==> config.mk <==
export PLATFORM = sky130hd
export DESIGN_NAME = adc_accum
export DESIGN_NICKNAME = d
export VERILOG_FILES = /design/src/verilog/adc_accum_pkg.sv /design/src/verilog/acc_fmt_if.sv /design/src/verilog/acc_formatter.sv /design/src/verilog/adc_accum.sv
export SDC_FILE = /design/constraint.sdc
export NUM_CORES = 1
export LEC_CHECK = 0
export ABC_CLOCK_PERIOD_IN_PS = 2750
export BUFFER_PORTS_ARGS = -buffer_cell sky130_fd_sc_hd__buf_2
export CAP_MARGIN = 25
export CORE_MARGIN = 2
export CORE_UTILIZATION = 44
export DETAILED_ROUTE_END_ITERATION = 8
export GPL_TIMING_DRIVEN = 0
export HOLD_SLACK_MARGIN = 0.02
export PLACE_DENSITY = 0.68
export SLEW_MARGIN = 20
export SYNTH_ARGS = -nofsm -noshare
export SYNTH_HDL_FRONTEND = slang
export SYNTH_SLANG_ARGS = --single-unit
==> constraint.sdc <==
create_clock -name MCLK -period 2.75 [get_ports MCLK]
set_clock_uncertainty 0.2 [all_clocks]
set_input_delay 0.825 -clock MCLK [delete_from_list [all_inputs] [get_ports MCLK]]
set_output_delay 0.825 -clock MCLK [all_outputs]
set_load 0.02 [all_outputs]
==> src/verilog/adc_accum_pkg.sv <==
package adc_accum_pkg;
  localparam int          ACC_W        = 16;
  localparam int          CONV_W       = 10;
  localparam int          LEFT_PAD     = ACC_W - CONV_W;
  localparam int          CNT_W        = 7;
  localparam logic [7:0]  PAGE_ACC     = 8'h00;
  localparam logic [7:0]  ADDR_CFG     = 8'hBA;
  localparam logic [7:0]  ADDR_RES_LO  = 8'hBD;
  localparam logic [7:0]  ADDR_RES_HI  = 8'hBE;
  localparam int          CFG_AE_BIT   = 6;
  localparam int          SJST_LSB     = 3;
  localparam int          RPT_LSB      = 0;
  localparam logic [2:0]  SJST_RESET   = 3'h0;
  localparam logic [2:0]  SJST_LEFT    = 3'h4;
  localparam logic [2:0]  RPT_RESET    = 3'h0;
  localparam logic [15:0] ACC_RESET    = 16'h0000;
  localparam logic [7:0]  BYTE_ZERO    = 8'h00;

  // Conversions per burst for each repeat code; reserved codes behave as one
  function automatic logic [CNT_W-1:0] burst_target(input logic [2:0] code);
    unique case (code)
      3'h1:    burst_target = 7'h04;
      3'h2:    burst_target = 7'h08;
      3'h3:    burst_target = 7'h10;
      3'h4:    burst_target = 7'h20;
      3'h5:    burst_target = 7'h40;
      default: burst_target = 7'h01;
    endcase
  endfunction
endpackage

==> src/verilog/acc_fmt_if.sv <==
`timescale 1ns/100ps
interface acc_fmt_if;
  import adc_accum_pkg::*;
  logic [ACC_W-1:0] acc;
  logic [2:0]       sjst;
  logic [ACC_W-1:0] word;
  modport src (output acc, output sjst, input word);
  modport fmt (input acc, input sjst, output word);
endinterface

==> src/verilog/acc_formatter.sv <==
`timescale 1ns/100ps
module acc_formatter
  import adc_accum_pkg::*;
(
  acc_fmt_if.fmt bus
);
  // Read-side view only; the stored accumulator is never touched here
  always_comb begin
    unique case (bus.sjst)
      3'h0:      bus.word = bus.acc;
      3'h1:      bus.word = bus.acc >> 1;
      3'h2:      bus.word = bus.acc >> 2;
      3'h3:      bus.word = bus.acc >> 3;
      SJST_LEFT: bus.word = {bus.acc[CONV_W-1:0], {LEFT_PAD{1'b0}}};
      default:   bus.word = bus.acc;
    endcase
  end
endmodule // acc_formatter

==> src/verilog/adc_accum.sv <==
`timescale 1ns/100ps
module adc_accum
  import adc_accum_pkg::*;
(
  input  wire logic              MCLK,
  input  wire logic              RST_N,
  input  wire logic [7:0]        SFR_PAGE,
  input  wire logic [7:0]        SFR_ADDR,
  input  wire logic [7:0]        SFR_WDATA,
  input  wire logic              SFR_WR,
  input  wire logic              SFR_RD,
  output logic      [7:0]        SFR_RDATA,
  input  wire logic              BURST_EN,
  input  wire logic              CONV_VALID,
  input  wire logic [CONV_W-1:0] CONV_DATA,
  output logic                   DONE_SET,
  output logic      [ACC_W-1:0]  ACC_VALUE
);
  logic             ae_r, ae_nxt;
  logic [2:0]       sjst_r, sjst_nxt;
  logic [2:0]       rpt_r, rpt_nxt;
  logic [ACC_W-1:0] acc_r, acc_nxt;
  logic [CNT_W-1:0] cnt_r, cnt_nxt;
  logic             done_r, done_nxt;
  logic [7:0]       rdata_r, rdata_nxt;
  logic             sel, wr_cfg, wr_hi, wr_lo, rd_cfg, rd_hi, rd_lo;
  logic [ACC_W-1:0] conv_ext;
  logic [CNT_W-1:0] cnt_inc;
  acc_fmt_if        fmt ();

  assign sel      = (SFR_PAGE == PAGE_ACC);
  assign wr_cfg   = SFR_WR && sel && (SFR_ADDR == ADDR_CFG);
  assign wr_hi    = SFR_WR && sel && (SFR_ADDR == ADDR_RES_HI);
  assign wr_lo    = SFR_WR && sel && (SFR_ADDR == ADDR_RES_LO);
  assign rd_cfg   = SFR_RD && sel && (SFR_ADDR == ADDR_CFG);
  assign rd_hi    = SFR_RD && sel && (SFR_ADDR == ADDR_RES_HI);
  assign rd_lo    = SFR_RD && sel && (SFR_ADDR == ADDR_RES_LO);
  assign conv_ext = {{LEFT_PAD{1'b0}}, CONV_DATA};
  assign cnt_inc  = cnt_r + 7'h01;
  assign fmt.acc  = acc_r;
  assign fmt.sjst = sjst_r;

  acc_formatter u_fmt (
    .bus (fmt)
  );

  always_comb begin
    ae_nxt   = ae_r;
    sjst_nxt = sjst_r;
    rpt_nxt  = rpt_r;
    if (wr_cfg) begin
      // Reserved top bit is not stored so it always reads back as zero
      ae_nxt   = SFR_WDATA[CFG_AE_BIT];
      sjst_nxt = SFR_WDATA[SJST_LSB +: 3];
      rpt_nxt  = SFR_WDATA[RPT_LSB +: 3];
    end
  end

  always_comb begin
    acc_nxt  = acc_r;
    cnt_nxt  = cnt_r;
    done_nxt = 1'b0;
    // Leaving burst mode drops a half-finished count so the next burst starts clean
    if (!BURST_EN) begin
      cnt_nxt = 7'h00;
    end
    if (CONV_VALID) begin
      if (BURST_EN) begin
        // First conversion of a burst restarts the sum
        if (cnt_r == 7'h00) begin
          acc_nxt = conv_ext;
        end else begin
          acc_nxt = acc_r + conv_ext;
        end
        if (cnt_inc >= burst_target(rpt_r)) begin
          cnt_nxt  = 7'h00;
          done_nxt = 1'b1;
        end else begin
          cnt_nxt = cnt_inc;
        end
      end else begin
        acc_nxt  = ae_r ? (acc_r + conv_ext) : conv_ext;
        done_nxt = 1'b1;
      end
    end
    // Software byte writes win over a conversion landing the same cycle
    if (wr_hi) begin
      acc_nxt[15:8] = SFR_WDATA;
    end
    if (wr_lo) begin
      acc_nxt[7:0] = SFR_WDATA;
    end
  end

  always_comb begin
    // Idle cycles return zero, so a late sample never sees a stale byte
    rdata_nxt = BYTE_ZERO;
    if (rd_cfg) begin
      rdata_nxt = {1'b0, 1'b0, sjst_r, rpt_r};
    end else if (rd_hi) begin
      rdata_nxt = fmt.word[15:8];
    end else if (rd_lo) begin
      rdata_nxt = fmt.word[7:0];
    end
  end

  always_ff @(posedge MCLK or negedge RST_N) begin
    if (!RST_N) begin
      ae_r    <= 1'b0;
      sjst_r  <= SJST_RESET;
      rpt_r   <= RPT_RESET;
    end else begin
      ae_r    <= ae_nxt;
      sjst_r  <= sjst_nxt;
      rpt_r   <= rpt_nxt;
    end
  end

  always_ff @(posedge MCLK or negedge RST_N) begin
    if (!RST_N) begin
      acc_r   <= ACC_RESET;
      cnt_r   <= 7'h00;
      done_r  <= 1'b0;
    end else begin
      acc_r   <= acc_nxt;
      cnt_r   <= cnt_nxt;
      done_r  <= done_nxt;
    end
  end

  always_ff @(posedge MCLK or negedge RST_N) begin
    if (!RST_N) begin
      rdata_r <= BYTE_ZERO;
    end else begin
      rdata_r <= rdata_nxt;
    end
  end

  assign SFR_RDATA = rdata_r;
  assign DONE_SET  = done_r;
  assign ACC_VALUE = acc_r;

  logic quiet;
  assign quiet = !wr_hi && !wr_lo;

  load_single_a: assert property (@(posedge MCLK) disable iff (!RST_N)
    CONV_VALID && !BURST_EN && !ae_r && quiet |=> acc_r == $past(conv_ext))
    else $error("single conversion did not replace the result");

  add_single_a: assert property (@(posedge MCLK) disable iff (!RST_N)
    CONV_VALID && !BURST_EN && ae_r && quiet |=> acc_r == $past(acc_r) + $past(conv_ext))
    else $error("single conversion was not added");

  ae_reads_zero_a: assert property (@(posedge MCLK) disable iff (!RST_N)
    rd_cfg && ae_r |=> !SFR_RDATA[CFG_AE_BIT])
    else $error("accumulate enable read back as one");

  fmt_keeps_acc_a: assert property (@(posedge MCLK) disable iff (!RST_N)
    wr_cfg && !CONV_VALID && quiet |=> $stable(acc_r))
    else $error("format change altered the accumulator");

  right_shift_a: assert property (@(posedge MCLK) disable iff (!RST_N)
    rd_lo && sjst_r < SJST_LEFT |=> SFR_RDATA == $past(acc_r >> sjst_r) % 256)
    else $error("right-justified low byte wrong");

  left_just_a: assert property (@(posedge MCLK) disable iff (!RST_N)
    rd_hi && sjst_r == SJST_LEFT |=> SFR_RDATA == $past(acc_r[9:2]))
    else $error("left-justified high byte wrong");

  burst_done_a: assert property (@(posedge MCLK) disable iff (!RST_N)
    CONV_VALID && BURST_EN && cnt_inc < burst_target(rpt_r) |=> !DONE_SET)
    else $error("done raised before the burst finished");

  high_write_a: assert property (@(posedge MCLK) disable iff (!RST_N)
    wr_hi |=> acc_r[15:8] == $past(SFR_WDATA))
    else $error("high byte write not loaded");

  cfg_top_zero_a: assert property (@(posedge MCLK) disable iff (!RST_N)
    rd_cfg |=> SFR_RDATA[7] == 1'b0)
    else $error("reserved configuration bit read as one");

  single_done_a: assert property (@(posedge MCLK) disable iff (!RST_N)
    CONV_VALID && !BURST_EN |=> DONE_SET)
    else $error("single conversion did not raise done");

  burst_end_a: assert property (@(posedge MCLK) disable iff (!RST_N)
    CONV_VALID && BURST_EN && cnt_inc >= burst_target(rpt_r) |=> DONE_SET)
    else $error("done missing at the end of a burst");

  burst_first_a: assert property (@(posedge MCLK) disable iff (!RST_N)
    CONV_VALID && BURST_EN && cnt_r == 7'h00 && quiet |=> acc_r == $past(conv_ext))
    else $error("first burst conversion did not load");

  burst_add_a: assert property (@(posedge MCLK) disable iff (!RST_N)
    CONV_VALID && BURST_EN && cnt_r != 7'h00 && quiet |=>
      acc_r == $past(acc_r) + $past(conv_ext))
    else $error("burst conversion was not added");

  acc_steady_a: assert property (@(posedge MCLK) disable iff (!RST_N)
    !CONV_VALID && quiet |=> $stable(acc_r))
    else $error("accumulator changed with no conversion or write");

  right_high_a: assert property (@(posedge MCLK) disable iff (!RST_N)
    rd_hi && sjst_r < SJST_LEFT |=> SFR_RDATA == $past(acc_r >> sjst_r) >> 8)
    else $error("right-justified high byte wrong");

  left_low_a: assert property (@(posedge MCLK) disable iff (!RST_N)
    rd_lo && sjst_r == SJST_LEFT |=> SFR_RDATA == {$past(acc_r[1:0]), 6'h00})
    else $error("left-justified low byte not zero filled");
endmodule // adc_accum

# Word level (Yosys, flattened, before mapping)

Index checks and enable logic that the tools add are counted.

$add $sub $neg: 2
Order comparisons: 1
Eq/ne operators: 12
Multiplexer cells: 20
Reductions and logical operators: 12

Operators by type and width:

| operator                                            | number |
|---|---|
| 2-to-1 mux 16 bit                                   | 4 |
| one-hot mux 16 bit (4 select lines)                 | 1 |
| 2-to-1 mux 7 bit                                    | 6 |
| 2-to-1 mux 8 bit                                    | 5 |
| one-hot mux 7 bit (5 select lines)                  | 1 |
| equality test 8 bit, second input constant          | 3 |
| adder 16 x 10 -> 16 bit                             | 1 |
| equality test 3 x 2 -> 1 bit, second input constant | 4 |
| equality test 3 bit, second input constant          | 3 |
| logical AND 1 bit                                   | 8 |
| logical NOT 8 bit                                   | 1 |
| adder 7 x 1 -> 7 bit, second input constant         | 1 |
| greater-or-equal comparator 7 bit                   | 1 |
| logical NOT 7 bit                                   | 1 |
| equality test 3 x 1 -> 1 bit, second input constant | 2 |
| nonzero test 2 bit                                  | 2 |
| 2-to-1 mux 1 bit                                    | 3 |

Bits in registers: 39
Bits of input ports: 40
Output and inout bits: 25
Logic and storage cells: 55

# Longest topological paths before layout

Depth in word-level cells: 8
Depth in mapped cells: 11
Depth with buffers taken out: 11

# By module

A second synthesis with hierarchy kept.

Cell total of the unflattened synthesis: 402
Area, all modules: 3565.9 µm²

By module, submodules not included:

| module        | instances | cells each | area an instance (µm²) | sequential area each (µm²) |
|---|---|---|---|---|
| adc_accum     | 1         | 307        | 2844.0                 | 975.9 |
| acc_formatter | 1         | 95         | 721.9                  | 0.0 |

# Worst setup path before layout

No wires, ideal clock.

Kind: input to register
Start: input port CONV_DATA[0]
End: register acc_r[14], in the netlist ACC_VALUE[14]
Setup time: 125 ps
Data arrival time: 2283 ps
Data required time: 2425 ps
Setup slack: 143 ps
Cell stages on the path: 9
Path buffers: 0
Cell sequence: ha_1 > inv_1 > fa_1 > nor2b_1 > o211ai_1 > a21oi_1 > or2_1 > a31o_2 > a21oi_1

Word-level cells in the longest chain between the ends: 5
Elaborated cells between the ends (all ways): 6
Those cells by class: add/sub: 1; mux: 5

RTL lines:

| what                                        | RTL line                         | text |
|---|---|---|
| start: declaration                          | adc_accum.sv:15                  | `input wire logic [CONV_W-1:0] CONV_DATA,` |
| adder 16 x 10 -> 16 bit (*)                 | adc_accum.sv:73, adc_accum.sv:82 |  |
| 2-to-1 mux 16 bit, on equally long branches | adc_accum.sv:82, adc_accum.sv:70 |  |
| 2-to-1 mux 16 bit (*)                       | adc_accum.sv:68                  | `if (BURST_EN) begin` |
| 2-to-1 mux 16 bit (*)                       | adc_accum.sv:67                  | `if (CONV_VALID) begin` |
| 2-to-1 mux 8 bit (*)                        | adc_accum.sv:87                  | `if (wr_hi) begin` |
| end signal: assignment                      | adc_accum.sv:125                 | `acc_r <= acc_nxt;` |
| end: declaration                            | adc_accum.sv:22                  | `logic [ACC_W-1:0] acc_r, acc_nxt;` |

Every way passes the cells marked *; elsewhere a longest branch is shown, timed or not. The select of a mux whose other input is x is not followed.
A chain may end at the register's enable or synchronous reset.

# Worst setup path in the final report

Start: register rpt_r[1]
End: register cnt_r[2]

Word-level cells in the longest chain between the ends: 8
Elaborated cells between the ends (all ways): 12
Those cells by class: order compare: 1; eq/ne: 5; mux: 6

RTL lines:

| what                                              | RTL line            | text |
|---|---|---|
| start: declaration                                | adc_accum.sv:21     | `logic [2:0] rpt_r, rpt_nxt;` |
| start signal: assignment                          | adc_accum.sv:115    | `rpt_r <= rpt_nxt;` |
| equality test 3 bit, or another cell as far along | adc_accum_pkg.sv:21 | `unique case (code)` |
| one-hot mux 7 bit (5 select lines) (*)            | adc_accum_pkg.sv:21 |  |
| 2-to-1 mux 7 bit (*)                              | adc_accum.sv:68     |  |
| 2-to-1 mux 7 bit (*)                              | adc_accum.sv:67     |  |
| greater-or-equal comparator 7 bit (*)             | adc_accum.sv:75     | `if (cnt_inc >= burst_target(rpt_r)) begin` |
| 2-to-1 mux 7 bit (*)                              | adc_accum.sv:75     |  |
| 2-to-1 mux 7 bit (*)                              | adc_accum.sv:68     |  |
| 2-to-1 mux 7 bit (*)                              | adc_accum.sv:67     |  |
| net cnt_nxt[2]                                    | adc_accum.sv:23     | `logic [CNT_W-1:0] cnt_r, cnt_nxt;` |
| end signal: assignment                            | adc_accum.sv:126    | `cnt_r <= cnt_nxt;` |
| end: declaration                                  | adc_accum.sv:23     |  |

The timed path passes the listed nets; every way through them passes the cells marked *. The select of a mux whose other input is x is not followed.

==> results.json <==
{
  "cts_tree": "built",
  "core-area_mm2": 0.00781,
  "setup_viol": 0,
  "nets": 574,
  "synth-compound-area-share_pct": 26.4,
  "worstSkewPairLatency_ps": 300,
  "placed_cells": 608,
  "combPwrFrac_pct": 30.2,
  "drcViolationCount": 0,
  "cts_hold_buf": 0,
  "yosysSeqAreaShare_pct": 27.3,
  "maxCapViolations": 0,
  "dieArea_mm2": 0.00886,
  "path_class": "reg -> reg",
  "drive_gt1_share_pct": 25.0,
  "regToRegSetupSlack_ps": 110,
  "syn_area_mm2": 0.00358,
  "die_h_um": 94.2,
  "ys_ff_latch": 39,
  "worstSetupStartpoint": "rpt_r[1]$_DFFE_PN0P_",
  "async_flop_share_pct": 100,
  "fmax_mhz": 379,
  "muxShareOfSynthArea_pct": 6.54,
  "reg2regPathDepth": 7,
  "track_usage_pct": 25.6,
  "cp_slowest_cell": "or4b_4",
  "wl_um": 11100,
  "cp-end-kind": "flop",
  "worst_pin_slew_ps": 903,
  "synthMostInstantiatedCell": "nand2_1",
  "synthXorXnorAreaFrac_pct": 1.71,
  "p_sw_uw": 573,
  "synth_area_leaders": "dfrtp_1 27%, ha_1 6.3%, o21ai_0 5.3%",
  "clockBufferDepth": 2,
  "firstDrtPassIters": 5,
  "antenna_found_initial": 0,
  "fin_crit_ps": 2640,
  "seqPwrFrac_pct": 43.1,
  "drv_slew": 0,
  "hold_start": "ae_r$_DFFE_PN0P_",
  "peakVddDrop_uv": 239,
  "synth_largest_area_cell": "dfrtp_1",
  "synthesis.nets": 501,
  "p_per_area_mw_per_mm2": 367,
  "area_growth_pct": 17.3,
  "synth_edf_count": 0,
  "overflow": 0,
  "path_clk_slew_ps": 90,
  "io_pins": 65,
  "arrival_ps": 2670,
  "p_leak_uw": 0.00181,
  "grt_pass1_vias": 3602,
  "reg2reg_to": "cnt_r[2]$_DFF_PN0_",
  "crit_path_cell_trace": "or3b_2 -> ha_1 -> or4b_4 -> a211oi_4 -> o21ai_4 -> a21oi_1 -> a21o_1",
  "fp-row-count": 32,
  "holdPathStages": 1,
  "ctsRootBufferMaster": "clkbuf_8",
  "antenna_left": 0,
  "max_stage_delay_ps": 580,
  "status": "finished, final reports clean",
  "relSlewSlack_pct": 39.8,
  "syn_area_per_cell_um2": 8.09,
  "synth_cell_types": 64,
  "r2r_start": "rpt_r[1]$_DFFE_PN0P_",
  "cp-start-kind": "flop",
  "fp.dieW_um": 94.2,
  "yosys.area_share.simple_pct": 26.8,
  "synth_top_family_by_area": "simple AND/OR/NAND/NOR gates",
  "dr_total_vias": 3808,
  "cts_buffers": 5,
  "hold_end": "ae_r$_DFFE_PN0P_",
  "cts.sinks": 39,
  "syn_inst": 442,
  "grt_pass1_wl_um": 17800,
  "hpwl_um": 8480,
  "clockPowerShare_pct": 26.7,
  "ys_warn_count": 0,
  "min_path_type": "reg -> reg",
  "swShare_pct": 37.2,
  "synth_common_cells": "50 x nand2_1, 39 x dfrtp_1, 38 x nor2_1, 38 x o21ai_0, 26 x a21oi_1",
  "initial_core_util_pct": 45.8,
  "drtIter0Drc": 310,
  "viasPerCell": 6.16,
  "io_buffer_count": 64,
  "final_core_util_pct": 53.7,
  "htree_levels": 2,
  "period_share_pct": 95.9,
  "crit_fanout": 9,
  "place.gp.congestion": 0.973,
  "n_antenna_cell": 0,
  "grt_max_degree": 40,
  "yosys.area_share.adder_pct": 6.86,
  "ys.flop_type": "dfrtp_1",
  "critPathRequiredTime_ps": 2780,
  "hold_viol_final": 0,
  "final_cells": 618,
  "netlist.area_leader.share_pct": 27.3,
  "p_int_uw": 967,
  "wire_per_inst_um": 18.0
}
## metal layers
| metal | vias up | wire length (um) | global-route usage (%) |
|---|---|---|---|
| li1 | 1800 | - | - |
| met1 | 1786 | 4940 | 34.7 |
| met2 | 188 | 5120 | 41.7 |
| met3 | 34 | 791 | 3.29 |
| met4 | 0 | 283 | 9.30 |
| met5 | - | 0 | 0 |
## layout make-up
class | count | area (um^2)
clock inverter | 3 | 23.8
multi-input combinational | 366 | 2500
sequential | 39 | 983
fill | 753 | 3610
tap | 102 | 128
clock buffer | 5 | 68.8
timing repair buffer | 66 | 335
buffer | 26 | 115
inverter | 11 | 41.3
## worst max path at each step
stage                                      to  cells past startpoint
floorplan           ACC_VALUE[14]$_DFFE_PN0P_                      9
global placement    ACC_VALUE[10]$_DFFE_PN0P_                     10
detailed placement  ACC_VALUE[14]$_DFFE_PN0P_                     10
CTS                        cnt_r[2]$_DFF_PN0_                     10
global route               cnt_r[2]$_DFF_PN0_                     10
finish                     cnt_r[2]$_DFF_PN0_                      7
## cell families after synthesis
kind of cell / after synthesis
multiplexers: 22
XOR/XNOR: 7
AND/OR/NAND/NOR: 177
buffers and inverters: 37
AO/OA/AOI/OAI: 141
adder cells (fa/ha/maj): 19
flip-flops: 39
## worst max-delay path: cells and delay by family, from the launching register on
kind	cells	cell delay [ps]
compound gates	4	650
fa+ha+maj	1	210
flops	1	460
simple gates	2	1060
## timing repair
item	CTS	global route
endpoints found under the hold margin	0	0
buffers inserted	0	2
endpoints found under the setup margin	7	12
cloned	0	0
resized for setup	1	17
pin swaps	1	3
## registers in the layout, summed over array words and instances (netlist names)
| signal | flops |
|---|---|
| fmt.sjst | 3 |
| rpt_r | 3 |
| SFR_RDATA | 8 |
| ACC_VALUE | 16 |
| cnt_r | 7 |
| ae_r | 1 |
| DONE_SET | 1 |
## power by group through the flow
stage	sequential, uW	clock [uW]	combinational [uW]
after detailed placement	672	0	455
final	664	411	465
after global placement	670	0	446
after floorplan	673	0	282
after global routing	668	455	513
after CTS	660	429	457
## placed cells by master, fill, tap and decap left out, types with 6 or more instances in the layout
cell	synthesis	final
dfrtp_1	39	33
buf_1	6	6
ha_1	18	17
nand3_1	20	19
clkbuf_1	8	8
nor2_1	38	38
nor3_1	11	10
a21o_1	8	8
dfrtp_2	0	6
inv_1	11	11
a21oi_1	26	25
o22ai_1	7	7
mux2_2	11	11
mux2i_1	11	11
a211oi_1	6	6
nand2b_1	12	12
nand2_1	50	50
nor2b_1	10	9
o211ai_1	7	7
buf_2	11	75
o21ai_0	38	37
## per-stage QoR
stage	setup slack [ps]	power (uW)	setup TNS [ps]	instance area (um^2)	hold slack (ps)
global route	-12.6	1640	-12.6	4190	345
global placement	-198	1120	-1320	4020	300
finish	114	1540	0	4190	317
detailed placement	-207	1130	-1550	4020	300
CTS	1.77	1550	0	4120	322
floorplan	143	956	0	3580	282
No activity file was read; power rests on OpenSTA's default activity.
